## src/core/bpch_params.svh

```systemverilog
// Constants for the bridge configuration header: offsets, fields, reset values.
// Assumes inclusion by bare name from the core files.
// Behaviour
// - Vendor code, 16 bits, read-only at offset 00h; writes change nothing.
// - Device code, 16 bits, read-only at offset 02h; identifies bridge with vendor code.
// - Command register at offset 04h, reads 0007h after reset.
// - Command bit 9, fast back-to-back, reads 0 and ignores writes.
// - Bit 8 with delayed-completion control bit 3 lets a time-out raise system error.
// - Command bit 4, postable memory write, hardwired to 0.
// - Bit 3 set accepts shutdown special cycles; clear ignores all special cycles.
// - Command bit 2, bus master enable, hardwired to 1.
// - Command bit 1, memory space enable, hardwired to 1.
// - Command bit 0, I/O space enable, hardwired to 1.
`ifndef BPCH_PARAMS_SVH
`define BPCH_PARAMS_SVH
`define BPCH_DW_ID 6'h00
`define BPCH_DW_CMD 6'h01
`define BPCH_CMD_RESET 16'h0007
`define BPCH_CMD_HARD1 16'h0007
`define BPCH_CMD_WMASK 16'h0108
`define BPCH_CMD_RSVD_MASK 16'hFCE0
`define BPCH_CMD_SYSTEM_ERROR_REPORT_ENABLE_BIT 8
`define BPCH_CMD_SCE_BIT 3
`define BPCH_CMD_FBB_BIT 9
`define BPCH_CMD_PMW_BIT 4
`define BPCH_CMD_BME_BIT 2
`define BPCH_CMD_MEM_BIT 1
`define BPCH_CMD_IO_BIT 0
`define BPCH_BE_CMD_LO 0
`define BPCH_BE_CMD_HI 1
`define BPCH_MSG_SHUTDOWN 16'h0000
`define BPCH_VID_DEFAULT 16'h0A5A
`define BPCH_DID_DEFAULT 16'h0C3C
`endif

```

## src/core/bpch_pkg.sv

```systemverilog
// Types shared by the bridge configuration header modules.
// Assumes nothing beyond a SystemVerilog compiler.
package bpch_pkg;
    typedef logic [15:0] bpch_word_t;
    typedef logic [31:0] bpch_dword_t;
    typedef logic [5:0] bpch_dw_t;
    typedef logic [3:0] bpch_be_t;
endpackage

```

## src/core/bpch_cmd_if.sv

```systemverilog
// Carrier between the header decode and the command word store.
// Assumes one clock domain.
`timescale 1ns/1ps
interface bpch_cmd_if;
    import bpch_pkg::*;
    logic wr_lo;
    logic wr_hi;
    bpch_word_t wdata;
    bpch_word_t cmd;
    modport ctl (output wr_lo, output wr_hi, output wdata, input cmd);
    modport store (input wr_lo, input wr_hi, input wdata, output cmd);
endinterface

```

## src/core/bpch_config_header.sv

```systemverilog
// Function-0 bridge configuration header: identity words and command word.
// Assumes configuration cycles already decoded to function 0, one dword per request.
`timescale 1ns/1ps
`include "bpch_params.svh"
module bpch_config_header #(
    parameter logic [15:0] VENDOR_CODE = `BPCH_VID_DEFAULT, // Arbitrary value
    parameter logic [15:0] DEVICE_CODE = `BPCH_DID_DEFAULT  // Arbitrary value
) (
    input wire logic clock_i,
    input wire logic rst_n_i,
    input wire logic cfg_rd_i,
    input wire logic cfg_wr_i,
    input wire bpch_pkg::bpch_dw_t cfg_dw_i,
    input wire bpch_pkg::bpch_be_t cfg_be_i,
    input wire bpch_pkg::bpch_dword_t cfg_wdata_i,
    input wire logic dly_timeout_i,
    input wire logic delayed_completion_control_i,
    input wire logic special_cycle_i,
    input wire bpch_pkg::bpch_word_t special_msg_i,
    output logic cfg_ack_o,
    output bpch_pkg::bpch_dword_t cfg_rdata_o,
    output logic serr_o,
    output logic shutdown_o,
    output logic bus_master_en_o,
    output logic mem_en_o,
    output logic io_en_o
);
    import bpch_pkg::*;
    bpch_cmd_if cmd_bus ();
    logic cmd_sel;

    // Dword decode shared by the write path, the read path and the checks
    function automatic logic is_id_dw(input bpch_dw_t dw);
        return dw == `BPCH_DW_ID;
    endfunction
    function automatic logic is_cmd_dw(input bpch_dw_t dw);
        return dw == `BPCH_DW_CMD;
    endfunction

    // Only function-0 configuration cycles arrive here, byte lanes via enables
    assign cmd_sel = cfg_wr_i && is_cmd_dw(cfg_dw_i);
    assign cmd_bus.wr_lo = cmd_sel && cfg_be_i[`BPCH_BE_CMD_LO];
    assign cmd_bus.wr_hi = cmd_sel && cfg_be_i[`BPCH_BE_CMD_HI];
    assign cmd_bus.wdata = cfg_wdata_i[15:0];

    bpch_cmd_reg u_cmd (
        .clock_i(clock_i),
        .rst_n_i(rst_n_i),
        .port(cmd_bus.store)
    );

    function automatic bpch_dword_t read_dw(input bpch_dw_t dw, input bpch_word_t cmd);
        bpch_dword_t v;
        v = 32'h0000_0000;
        if (is_id_dw(dw)) begin
            v = {DEVICE_CODE, VENDOR_CODE};
        end else if (is_cmd_dw(dw)) begin
            v = {16'h0000, cmd};
        end
        return v;
    endfunction

    // Read data and acknowledge, one cycle after the request
    always_ff @(posedge clock_i) begin
        if (!rst_n_i) begin
            cfg_ack_o <= 1'b0;
            cfg_rdata_o <= 32'h0000_0000;
        end else begin
            cfg_ack_o <= cfg_rd_i || cfg_wr_i;
            cfg_rdata_o <= cfg_rd_i ? read_dw(cfg_dw_i, cmd_bus.cmd) : 32'h0000_0000;
        end
    end

    // Time-out reporting
    always_ff @(posedge clock_i) begin
        if (!rst_n_i) begin
            serr_o <= 1'b0;
        end else begin
            serr_o <= dly_timeout_i && delayed_completion_control_i
                && cmd_bus.cmd[`BPCH_CMD_SYSTEM_ERROR_REPORT_ENABLE_BIT];
        end
    end

    // Shutdown special cycle recognition
    always_ff @(posedge clock_i) begin
        if (!rst_n_i) begin
            shutdown_o <= 1'b0;
        end else begin
            shutdown_o <= special_cycle_i && (special_msg_i == `BPCH_MSG_SHUTDOWN)
                && cmd_bus.cmd[`BPCH_CMD_SCE_BIT];
        end
    end

    // Enables taken from the hardwired command bits
    always_ff @(posedge clock_i) begin
        if (!rst_n_i) begin
            bus_master_en_o <= 1'b0;
            mem_en_o <= 1'b0;
            io_en_o <= 1'b0;
        end else begin
            bus_master_en_o <= cmd_bus.cmd[`BPCH_CMD_BME_BIT];
            mem_en_o <= cmd_bus.cmd[`BPCH_CMD_MEM_BIT];
            io_en_o <= cmd_bus.cmd[`BPCH_CMD_IO_BIT];
        end
    end
endmodule

```

## src/core/bpch_cmd_reg.sv

```systemverilog
// Command word store: writable enables plus hardwired bits.
// Assumes byte write strobes already decoded for the command dword.
`timescale 1ns/1ps
`include "bpch_params.svh"
module bpch_cmd_reg (
    input wire logic clock_i,
    input wire logic rst_n_i,
    bpch_cmd_if.store port
);
    import bpch_pkg::*;
    logic system_error_report_enable;
    logic special_cycle_accept;

    // System error enable in the high byte
    always_ff @(posedge clock_i) begin
        if (!rst_n_i) begin
            system_error_report_enable <= 1'b0;
        end else if (port.wr_hi) begin
            system_error_report_enable <= port.wdata[`BPCH_CMD_SYSTEM_ERROR_REPORT_ENABLE_BIT];
        end
    end

    // Special cycle accept in the low byte
    always_ff @(posedge clock_i) begin
        if (!rst_n_i) begin
            special_cycle_accept <= 1'b0;
        end else if (port.wr_lo) begin
            special_cycle_accept <= port.wdata[`BPCH_CMD_SCE_BIT];
        end
    end

    // Hardwired ones, zeros elsewhere
    always_comb begin
        port.cmd = `BPCH_CMD_HARD1;
        port.cmd[`BPCH_CMD_SYSTEM_ERROR_REPORT_ENABLE_BIT] = system_error_report_enable;
        port.cmd[`BPCH_CMD_SCE_BIT] = special_cycle_accept;
    end
endmodule

```

## config.mk

```make
export PLATFORM = sky130hd
export DESIGN_NAME = bpch_config_header
export DESIGN_NICKNAME = d
export VERILOG_FILES = /design/src/core/bpch_pkg.sv /design/src/core/bpch_cmd_if.sv /design/src/core/bpch_config_header.sv /design/src/core/bpch_cmd_reg.sv
export VERILOG_INCLUDE_DIRS = /design/src /design/src/core
export SDC_FILE = /design/constraint.sdc
export NUM_CORES = 1
export LEC_CHECK = 0
export BUFFER_PORTS_ARGS = -buffer_cell sky130_fd_sc_hd__buf_4
export CORE_UTILIZATION = 27
export CTS_CLUSTER_SIZE = 30
export DETAILED_ROUTE_END_ITERATION = 12
export GPL_TIMING_DRIVEN = 0
export HOLD_SLACK_MARGIN = 0.08
export PLACE_DENSITY_LB_ADDON = 0.05
export SLEW_MARGIN = 20
export SYNTH_ARGS = -nofsm -noshare
export SYNTH_HDL_FRONTEND = slang
export SYNTH_SLANG_ARGS = --single-unit
export TNS_END_PERCENT = 20
```

## constraint.sdc

```tcl
create_clock -name clock_i -period 1.4 [get_ports clock_i]
set_clock_uncertainty 0.15 [all_clocks]
set_input_delay 0.14 -clock clock_i [delete_from_list [all_inputs] [get_ports clock_i]]
set_output_delay 0.14 -clock clock_i [all_outputs]
set_load 0.02 [all_outputs]
```

==> results of run 1 <==
## tightest hold or removal path: stages
cell     delay (ps)
buf_4            70
nor4b_1          30
nand4_1          80
nor4b_2          50
## power by group through the flow
stage	sequential, mW	combinational, mW	clock, mW
final	0.319	0.231	0.211
after global routing	0.319	0.246	0.237
after CTS	0.319	0.224	0.222
after detailed placement	0.326	0.190	0
after global placement	0.326	0.188	0
after floorplan	0.331	0.0962	0
## through the flow
step | cells | util [%] | power [mW] | worst slack [ps] | instance area (um^2)
finish | 183 | 63.8 | 0.762 | 87.2 | 1300
global route | 183 | 63.8 | 0.803 | 24.0 | 1300
CTS | 183 | 63.4 | 0.765 | 45.3 | 1290
detailed placement | 163 | 54.2 | 0.516 | 168 | 1110
global placement | 163 | 54.2 | 0.514 | 174 | 1110
floorplan | 83 | - | 0.427 | 286 | 676
## how the worst max path moves through the flow
stage                                from                          to  slack (ps)
4_1_cts                   cfg_rdata_o[26]             cfg_rdata_o[11]          50
6_report                      cfg_dw_i[4]              cfg_rdata_o[8]          90
2_1_floorplan  u_cmd.special_cycle_accept                  shutdown_o         290
3_5_place_dp                  cfg_dw_i[5]  u_cmd.special_cycle_accept         170
3_3_place_gp   u_cmd.special_cycle_accept                  shutdown_o         170
5_1_grt                       cfg_dw_i[4]              cfg_rdata_o[8]          20
## cell usage in the layout, fill, tap and decap left out
master         netlist  layout
a21oi_1              1       1
and2_1               1       1
and3_1               1       1
and4_1               1       1
buf_4               29      82
clkbuf_4             0       3
clkinv_2             0       1
conb_1               1      17
dfxtp_1             11      10
dfxtp_2              0       1
dlygate4sd3_1        0      16
inv_1                2       2
mux2i_1              2       2
nand2_1              4       4
nand4_1              4       4
nor2_1               2       1
nor2_4               0       1
nor3_1               1       1
nor4_1               2       2
nor4b_1              2       2
nor4b_2              2       2
o21a_1               1       1
## sequential cells by signal, summed over array words and instances, names as in the netlist
| signal | cells |
|---|---|
| cfg_rdata_o | 5 |
| shutdown_o | 1 |
| io_en_o | 1 |
| u_cmd.system_error_report_enable | 1 |
| u_cmd.special_cycle_accept | 1 |
| cfg_ack_o | 1 |
| serr_o | 1 |
## kinds of logic after synthesis
logic type	after synthesis	share of synthesized area [%]
compound gates	2	2.03
simple gates	20	21.7
buf+inv	31	36.6
other cells	1	0.609
mux	2	3.25
flops	11	35.8
## area by class of cell
type	instances	share of cell area (%)
clock inverter	1	0.384
inverter	2	0.576
buffer	29	16.7
clock buffer	3	1.73
timing repair buffer	69	42.8
multi-input combinational	41	18.2
sequential	11	17.0
tap	27	2.59
## what timing repair did
| item | 4_1_cts | 5_1_grt |
|---|---|---|
| resized for setup | 0 | 3 |
| setup endpoints to repair | 0 | 11 |
| endpoints found under the hold margin | 11 | 1 |
| hold buffers | 16 | 1 |
## per-layer routing
layer	part of all wire (%)	up-vias	GRT usage, %
li1	-	360	-
met1	34	268	12.3
met2	51	56	24.3
met3	13	4	5.56
met4	3.0	0	9.05
met5	0	-	0
==> flow_metrics.py, run 1 <==
metrics = {
    "synthesis": {
        "synth.avg_cell_area_um2": 9.19,
        "synth_cell_types": 17,
        "ys_seq_elements": 11,
        "synth.most_common_cell": "buf_4",
        "synth_seq_area_share_pct": 35.8,
        "yosys_most_used_dff": "dfxtp_1",
        "synth_top_area_share_pct": 35.8,
        "synth_edf_count": 0,
        "yosys_warnings": 0,
        "yosys-top-cells-count": "buf_4 (29), dfxtp_1 (11), nand2_1 (4), nand4_1 (4)",
        "synthCells": 67,
        "yosysTopAreaCell": "dfxtp_1",
        "synth.cell_area_um2": 616,
        "synth_area_leaders": "dfxtp_1 (36%), buf_4 (35%), nor4b_2 (4.9%)",
        "postSynth.asyncResetShare_pct": 0,
    },
    "power": {
        "power.switching_mw": 0.202,
        "seq_power_share_pct": 41.9,
        "pwr_density_cell_nw_per_um2": 584,
        "pwr-share-comb_pct": 30.4,
        "ir_drop_mv": 0.330,
        "swShare_pct": 26.5,
        "power.internal_mw": 0.560,
        "power_frac_clock_pct": 27.8,
        "p_leak_nw": 0.717,
    },
    "global_route": {
        "grt_pass1_wl_mm": 2.42,
        "grt_pass1_vias": 610,
        "antenna_found_initial": 0,
        "grt_max_degree": 11,
        "gr-total-overflow": 0,
        "grt_util_all_layers_pct": 13.6,
    },
    "die": {
        "die_w_um": 49.8,
        "pin_count": 103,
        "start_util_pct": 30.1,
        "die_y_um": 49.8,
        "core_um2": 2040,
        "die_area_um2": 2480,
        "rows": 16,
    },
    "timing": {
        "hold_viol_final": 0,
        "report.final.setup_viol": 0,
        "drv_slew": 0,
        "rsz0062_at_grt": "no",
        "fin_crit_ps": 1310,
        "fin_setup_tns_ps": 0,
        "min_period_over_period_pct": 93.8,
        "fmax_ghz": 0.762,
        "whs_ps": 4.64,
    },
    "route": {
        "vias": 688,
        "ant_nets": 0,
        "drtPass1Iterations": 4,
        "wl_per_cell_um": 8.62,
        "drtIter0Drc": 9,
        "drc_errors": 0,
        "vias_per_cell": 3.76,
        "routed_wirelength_mm": 1.58,
    },
    "setup_path": {
        "worstPathCellList": "dlygate4sd3_1, buf_4, nor2_4, nand4_1, inv_1, and3_1",
        "path_buf_inv": 3,
        "path_delay_family": "buffers and inverters",
        "path_depth": 6,
        "endpoint_kind": "register",
        "critPathMaxStageDelay_ps": 560,
        "r2r_end": "shutdown_o",
        "reg2reg_depth": 3,
        "worstPathRequired_ps": 1470,
        "crit_type": "input pin to register",
        "r2r-start": "u_cmd.special_cycle_accept",
        "cpMaxStageDelayCell": "dlygate4sd3_1",
        "worst_setup_path_start_kind": "input pin",
        "crit_arrival_ps": 1380,
        "rrSetupSlack_ps": 200,
        "crit_fanout": 3,
    },
    "layout": {
        "area_growth_pct": 112,
        "drive_above_1_share_pct": 57.7,
        "num-nets-final": 222,
        "diodes": 0,
        "multi_input_area_um2": 238,
        "regArea_um2": 221,
        "fill_cells": 184,
    },
    "clock_tree": {
        "h-tree-depth": 1,
        "cts_tree": "done",
        "clk_pin_slew_ps": 70,
        "cts_sinks": 11,
        "clkLatencyLatePin_ps": 260,
        "clockBufferDepth": 2,
        "cts_buffers": 3,
        "cts_setup_buffers": 0,
        "clockRootBuffer": "clkbuf_4",
    },
    "min_path": {
        "hold_path_class": "input pin to register",
        "hold-path-endpoint": "shutdown_o",
        "holdPathStages": 4,
        "hp-start": "special_msg_i[1]",
    },
    "placed_design": {
        "port_buffers": 53,
        "gp_congestion": 0.708,
    },
    "outcome": {
        "outcome": "completed",
    },
    "job": {
        "drv_cap": 0,
    },
}
(Power assumes the default switching activity.)
==> inputs of run 2 (changes only) <==
--- a/config.mk
+++ b/config.mk
@@ -7,12 +7,14 @@
 export NUM_CORES = 1
 export LEC_CHECK = 0
 export BUFFER_PORTS_ARGS = -buffer_cell sky130_fd_sc_hd__buf_4
+export CORE_MARGIN = 5
 export CORE_UTILIZATION = 27
 export CTS_CLUSTER_SIZE = 30
 export DETAILED_ROUTE_END_ITERATION = 12
 export GPL_TIMING_DRIVEN = 0
 export HOLD_SLACK_MARGIN = 0.08
 export PLACE_DENSITY_LB_ADDON = 0.05
+export REMOVE_ABC_BUFFERS = 1
 export SLEW_MARGIN = 20
 export SYNTH_ARGS = -nofsm -noshare
 export SYNTH_HDL_FRONTEND = slang
==> run 2 against run 1 <==
Net effect:
- global-route usage is 4.0 points lower
- combinational power down 19%
- via count is 10% lower
- maximum frequency is 0.89% higher
- critical endpoint unchanged
- total power is 6.5% lower
- critical path depth did not move
- core utilization fell by 14 points
- die area grew 35%
==> flow_metrics.py, run 2 (same netlist as run 1, synthesis figures left out) <==
metrics = {
    "setup_path": {
        "worstPathCellList": "dlygate4sd3_1, buf_4, nor2_2, nand4_1, inv_1, and3_1",
        "rrSetupSlack_ps": 220,
        "r2r-start": "u_cmd.special_cycle_accept",
        "reg2reg_depth": 3,
        "critPathMaxStageDelay_ps": 540,
        "path_depth": 6,
        "crit_type": "input pin to register",
        "cpMaxStageDelayCell": "dlygate4sd3_1",
        "startpoint": "cfg_dw_i[4]",
        "worst_setup_path_start_kind": "input pin",
        "path_delay_family": "buffers and inverters",
        "crit_fanout": 3,
        "endpoint_kind": "register",
        "path_buf_inv": 3,
        "worstPathRequired_ps": 1450,
        "crit_arrival_ps": 1350,
    },
    "power": {
        "p_leak_nw": 0.557,
        "ir_drop_mv": 0.422,
        "pwr_density_cell_nw_per_um2": 655,
        "power_mw": 0.712,
    },
    "layout": {
        "largest_reg_flops": 5,
        "layout_commonest_cell": "buf_4",
        "fill_cells": 215,
        "fin_area_um2": 1090,
        "num-nets-final": 193,
        "largest_register": "cfg_rdata_o",
        "layout_common_cells": "buf_4 (53), conb_1 (17), dlygate4sd3_1 (16), dfxtp_1 (11)",
        "multi_input_area_um2": 239,
        "layout.cells.non_filler": 155,
        "diodes": 0,
        "area_growth_pct": 76.4,
        "drive_above_1_share_pct": 47.2,
        "regArea_um2": 220,
    },
    "timing": {
        "min_period_over_period_pct": 92.9,
        "report.final.setup_viol": 0,
        "drv_slew": 0,
        "rsz0062_at_grt": "no",
        "final.setup.worst_slack_ps": 98.8,
        "fin_setup_tns_ps": 0,
        "fmax_ghz": 0.768,
        "hold_viol_final": 0,
        "fin_crit_ps": 1300,
    },
    "outcome": {
        "outcome": "completed",
    },
    "global_route": {
        "grt_pass1_vias": 576,
        "gr-total-overflow": 0,
        "antenna_found_initial": 0,
        "grt_max_degree": 11,
        "grt_pass1_wl_mm": 2.45,
        "grt_util_all_layers_pct": 9.60,
    },
    "route": {
        "drtPass1Iterations": 2,
        "wl_per_cell_um": 10.6,
        "vias": 617,
        "ant_nets": 0,
        "routed_wirelength_mm": 1.65,
        "drc_errors": 0,
        "drtIter0Drc": 6,
        "vias_per_cell": 3.98,
    },
    "clock_tree": {
        "h-tree-depth": 1,
        "clk_pin_slew_ps": 70,
        "clkLatencyLatePin_ps": 260,
        "cts_sinks": 11,
        "cts_tree": "done",
        "clockRootBuffer": "clkbuf_4",
        "cts_setup_buffers": 0,
        "cts_buffers": 3,
        "clockBufferDepth": 2,
    },
    "job": {
        "drv_cap": 0,
    },
    "die": {
        "start_util_pct": 28.1,
        "pin_count": 103,
        "die_y_um": 57.8,
        "rows": 17,
        "die_area_um2": 3340,
        "die_w_um": 57.8,
        "core_um2": 2190,
    },
    "placed_design": {
        "dp_hpwl_mm": 1.29,
        "place_ws_ps": 66.4,
        "dp_cells": 135,
        "port_buffers": 53,
        "postPlaceCellArea_um2": 891,
        "gp_congestion": 0.738,
    },
    "min_path": {
        "holdPathStages": 4,
        "hp-start": "special_msg_i[1]",
        "hold_path_class": "input pin to register",
    },
}
run 2: changes by cell type in the layout (fill, tap and decap cells not counted), sizes merged:
cell,previous run,this run
clkinv,1,0
clkbuf,3,4
buf,82,53
run 2: timing repair:
item | 4_1_cts | 5_1_grt
endpoints found under the hold margin | 11 | 1
resized for setup | 0 | 2
setup endpoints to repair | 0 | 2
hold buffers | 15 | 1
run 2: metrics by stage:
| stage | hold slack (ps) | util (%) |
|---|---|---|
| 6_report | 6.42 | 49.6 |
| 5_1_grt | 19.8 | 49.6 |
| 4_1_cts | 3.51 | 48.7 |
| 3_5_place_dp | 162 | 40.7 |
| 3_3_place_gp | 156 | 40.7 |
| 2_1_floorplan | 17.7 | - |
run 2: worst reg2reg max path, delay by kind of cell (launching register included):
kind / cells / cell delay [ps]
flops: 1 / 350
simple gates: 3 / 580
run 2: routing by layer:
layer | track usage, % | vias to the layer above | share of wire (%)
met5 | 0 | - | 0
met4 | 5.30 | 0 | 2.7
met3 | 4.45 | 4 | 15
met2 | 17.6 | 47 | 50
met1 | 8.63 | 264 | 32
li1 | - | 302 | -
run 2: final cells by class:
| class | instances | area share, % |
|---|---|---|
| Clock buffer | 4 | 2.42 |
| Inverter | 2 | 0.691 |
| Multi-Input combinational cell | 41 | 22.0 |
| Sequential cell | 11 | 20.3 |
| Tap cell | 28 | 3.23 |
| Timing Repair Buffer | 69 | 51.4 |
run 2: worst paths after layout:
kind                          to
setup reg to reg      shutdown_o
hold / removal        shutdown_o
hold reg to reg   cfg_rdata_o[3]
setup / recovery  cfg_rdata_o[8]
run 2: where the power goes:
| part | switching (mW) | internal [mW] | leakage, nW | total (mW) |
|---|---|---|---|---|
| clock | 0.0962 | 0.110 | 0.0150 | 0.206 |
| combinational | 0.0860 | 0.101 | 0.452 | 0.187 |
| sequential | 0.00189 | 0.317 | 0.0893 | 0.319 |
==> inputs of run 3 (changes only) <==
--- a/config.mk
+++ b/config.mk
@@ -9,10 +9,10 @@
 export BUFFER_PORTS_ARGS = -buffer_cell sky130_fd_sc_hd__buf_4
 export CORE_MARGIN = 5
 export CORE_UTILIZATION = 27
-export CTS_CLUSTER_SIZE = 30
 export DETAILED_ROUTE_END_ITERATION = 12
 export GPL_TIMING_DRIVEN = 0
 export HOLD_SLACK_MARGIN = 0.08
+export MAX_ROUTING_LAYER = met4
 export PLACE_DENSITY_LB_ADDON = 0.05
 export REMOVE_ABC_BUFFERS = 1
 export SLEW_MARGIN = 20
==> run 3 against run 2 <==
Net effect:
- total power about the same
- non-clock buffer count did not move
- via count unchanged
- worst hold slack about the same
- sequential power about the same
- global-route usage increased by 0.28 points
- final area unchanged
- die area is the same
- highest routed layer unchanged
- cell count unchanged
- critical endpoint unchanged
==> flow_metrics.py, run 3 (same netlist as run 1, synthesis figures left out) <==
metrics = {
    "route": {
        "vias_per_cell": 3.98,
        "routed_wirelength_mm": 1.65,
        "wl_per_cell_um": 10.6,
        "drtPass1Iterations": 2,
        "drtIter0Drc": 6,
        "drc_errors": 0,
        "vias": 617,
        "ant_nets": 0,
    },
    "layout": {
        "num-nets-final": 193,
        "utilization_pct": 49.6,
        "diodes": 0,
        "fin_area_um2": 1090,
        "layout_commonest_cell": "buf_4",
        "largest_reg_flops": 5,
        "drive_above_1_share_pct": 47.2,
        "layout.cells.non_filler": 155,
        "largest_register": "cfg_rdata_o",
        "area_growth_pct": 76.4,
        "layout_common_cells": "buf_4 (53), conb_1 (17), dlygate4sd3_1 (16), dfxtp_1 (11)",
    },
    "power": {
        "pwr-share-comb_pct": 26.3,
        "swShare_pct": 25.9,
        "ir_drop_mv": 0.422,
        "power_frac_clock_pct": 29.0,
        "seq_power_share_pct": 44.8,
        "power.internal_mw": 0.528,
        "power.switching_mw": 0.184,
        "power_mw": 0.712,
        "pwr_density_cell_nw_per_um2": 655,
        "p_leak_nw": 0.557,
    },
    "min_path": {
        "hold_path_class": "input pin to register",
    },
    "clock_tree": {
        "clockRootBuffer": "clkbuf_4",
        "cts_tree": "done",
        "cts_buffers": 3,
        "clockBufferDepth": 2,
        "cts_sinks": 11,
        "cts_setup_buffers": 0,
        "clkLatencyLatePin_ps": 260,
        "h-tree-depth": 1,
        "clk_pin_slew_ps": 70,
    },
    "global_route": {
        "met3_usage_pct": 4.01,
        "grt_pass1_wl_mm": 2.45,
        "antenna_found_initial": 0,
        "grt_max_degree": 11,
        "top_usage_layer": "met2",
        "grt_pass1_vias": 577,
        "grt_util_all_layers_pct": 9.89,
        "grt_use_met2_pct": 17.6,
        "gr-total-overflow": 0,
        "grt.met1_usage_pct": 8.90,
    },
    "timing": {
        "hold_viol_final": 0,
        "fin_setup_tns_ps": 0,
        "report.final.setup_viol": 0,
        "fin_crit_ps": 1300,
        "min_period_over_period_pct": 93.0,
        "drv_slew": 0,
        "fmax_ghz": 0.768,
        "rsz0062_at_grt": "no",
    },
    "setup_path": {
        "worstPathCellList": "dlygate4sd3_1, buf_4, nor2_2, nand4_1, inv_1, and3_1",
        "worstPathRequired_ps": 1450,
        "worst_setup_path_start_kind": "input pin",
        "crit_type": "input pin to register",
        "critPathMaxStageDelay_ps": 540,
        "crit_fanout": 3,
        "crit_arrival_ps": 1350,
        "endpoint_kind": "register",
        "cpMaxStageDelayCell": "dlygate4sd3_1",
    },
    "outcome": {
        "outcome": "completed",
    },
    "die": {
        "die_w_um": 57.8,
        "pin_count": 103,
        "rows": 17,
        "core_um2": 2190,
        "start_util_pct": 28.1,
        "die_y_um": 57.8,
        "die_area_um2": 3340,
    },
    "placed_design": {
        "dp_cells": 135,
        "postPlaceCellArea_um2": 891,
        "port_buffers": 53,
        "gp_congestion": 0.747,
        "dp_hpwl_mm": 1.29,
    },
    "job": {
        "drv_cap": 0,
    },
}
[run 3: cell counts in the layout (fill, tap and decap cells not counted)]
Identical to the previous run, type by type.
[run 3: per-layer routing]
layer	vias to the layer above	part of all wire (%)
li1	302	-
met1	264	32
met2	47	50
met3	4	15
met4	0	2.8
met5	-	0
[run 3: final timing paths]
kind,depth (start not counted),from,slack [ps],end
setup / recovery,6,cfg_dw_i[4],100,cfg_rdata_o[8]
hold / removal,4,special_msg_i[1],6,shutdown_o
setup reg to reg,3,u_cmd.special_cycle_accept,230,shutdown_o
hold reg to reg,2,u_cmd.special_cycle_accept,320,cfg_rdata_o[3]
[run 3: final cells by class]
cell class | count | area (um^2)
fill | 215 | 1100
multi-input combinational | 41 | 239
sequential | 11 | 220
tap | 28 | 35.0
clock buffer | 4 | 26.3
inverter | 2 | 7.51
timing repair buffer | 69 | 558
[run 3: through the flow]
| step | setup WS, ps | hold WS [ps] |
|---|---|---|
| floorplan | -443 | 17.7 |
| global placement | 67.7 | 156 |
| detailed placement | 66.4 | 162 |
| CTS | 40.4 | 3.51 |
| global route | 38.1 | 19.9 |
| finish | 98.6 | 6.34 |
[run 3: repair_timing]
action / in CTS / in global routing
hold endpoints to repair: 11 / 1
hold buffers: 15 / 1
setup endpoints to repair: 0 / 2
gates resized for setup: 0 / 2
[run 3: power by group through the flow]
stage          registers [mW]  logic, mW  clock network [mW]
2_1_floorplan           0.336     0.0489                   0
3_3_place_gp            0.326      0.147                   0
5_1_grt                 0.319      0.200               0.231
3_5_place_dp            0.326      0.148                   0
6_report                0.319      0.187               0.206
4_1_cts                 0.319      0.182               0.221
[run 3: worst max-delay path: cells and delay by family]
kind | cells | cell delay (ps)
buffers and inverters | 3 | 790
and+or+nand+nor | 3 | 430
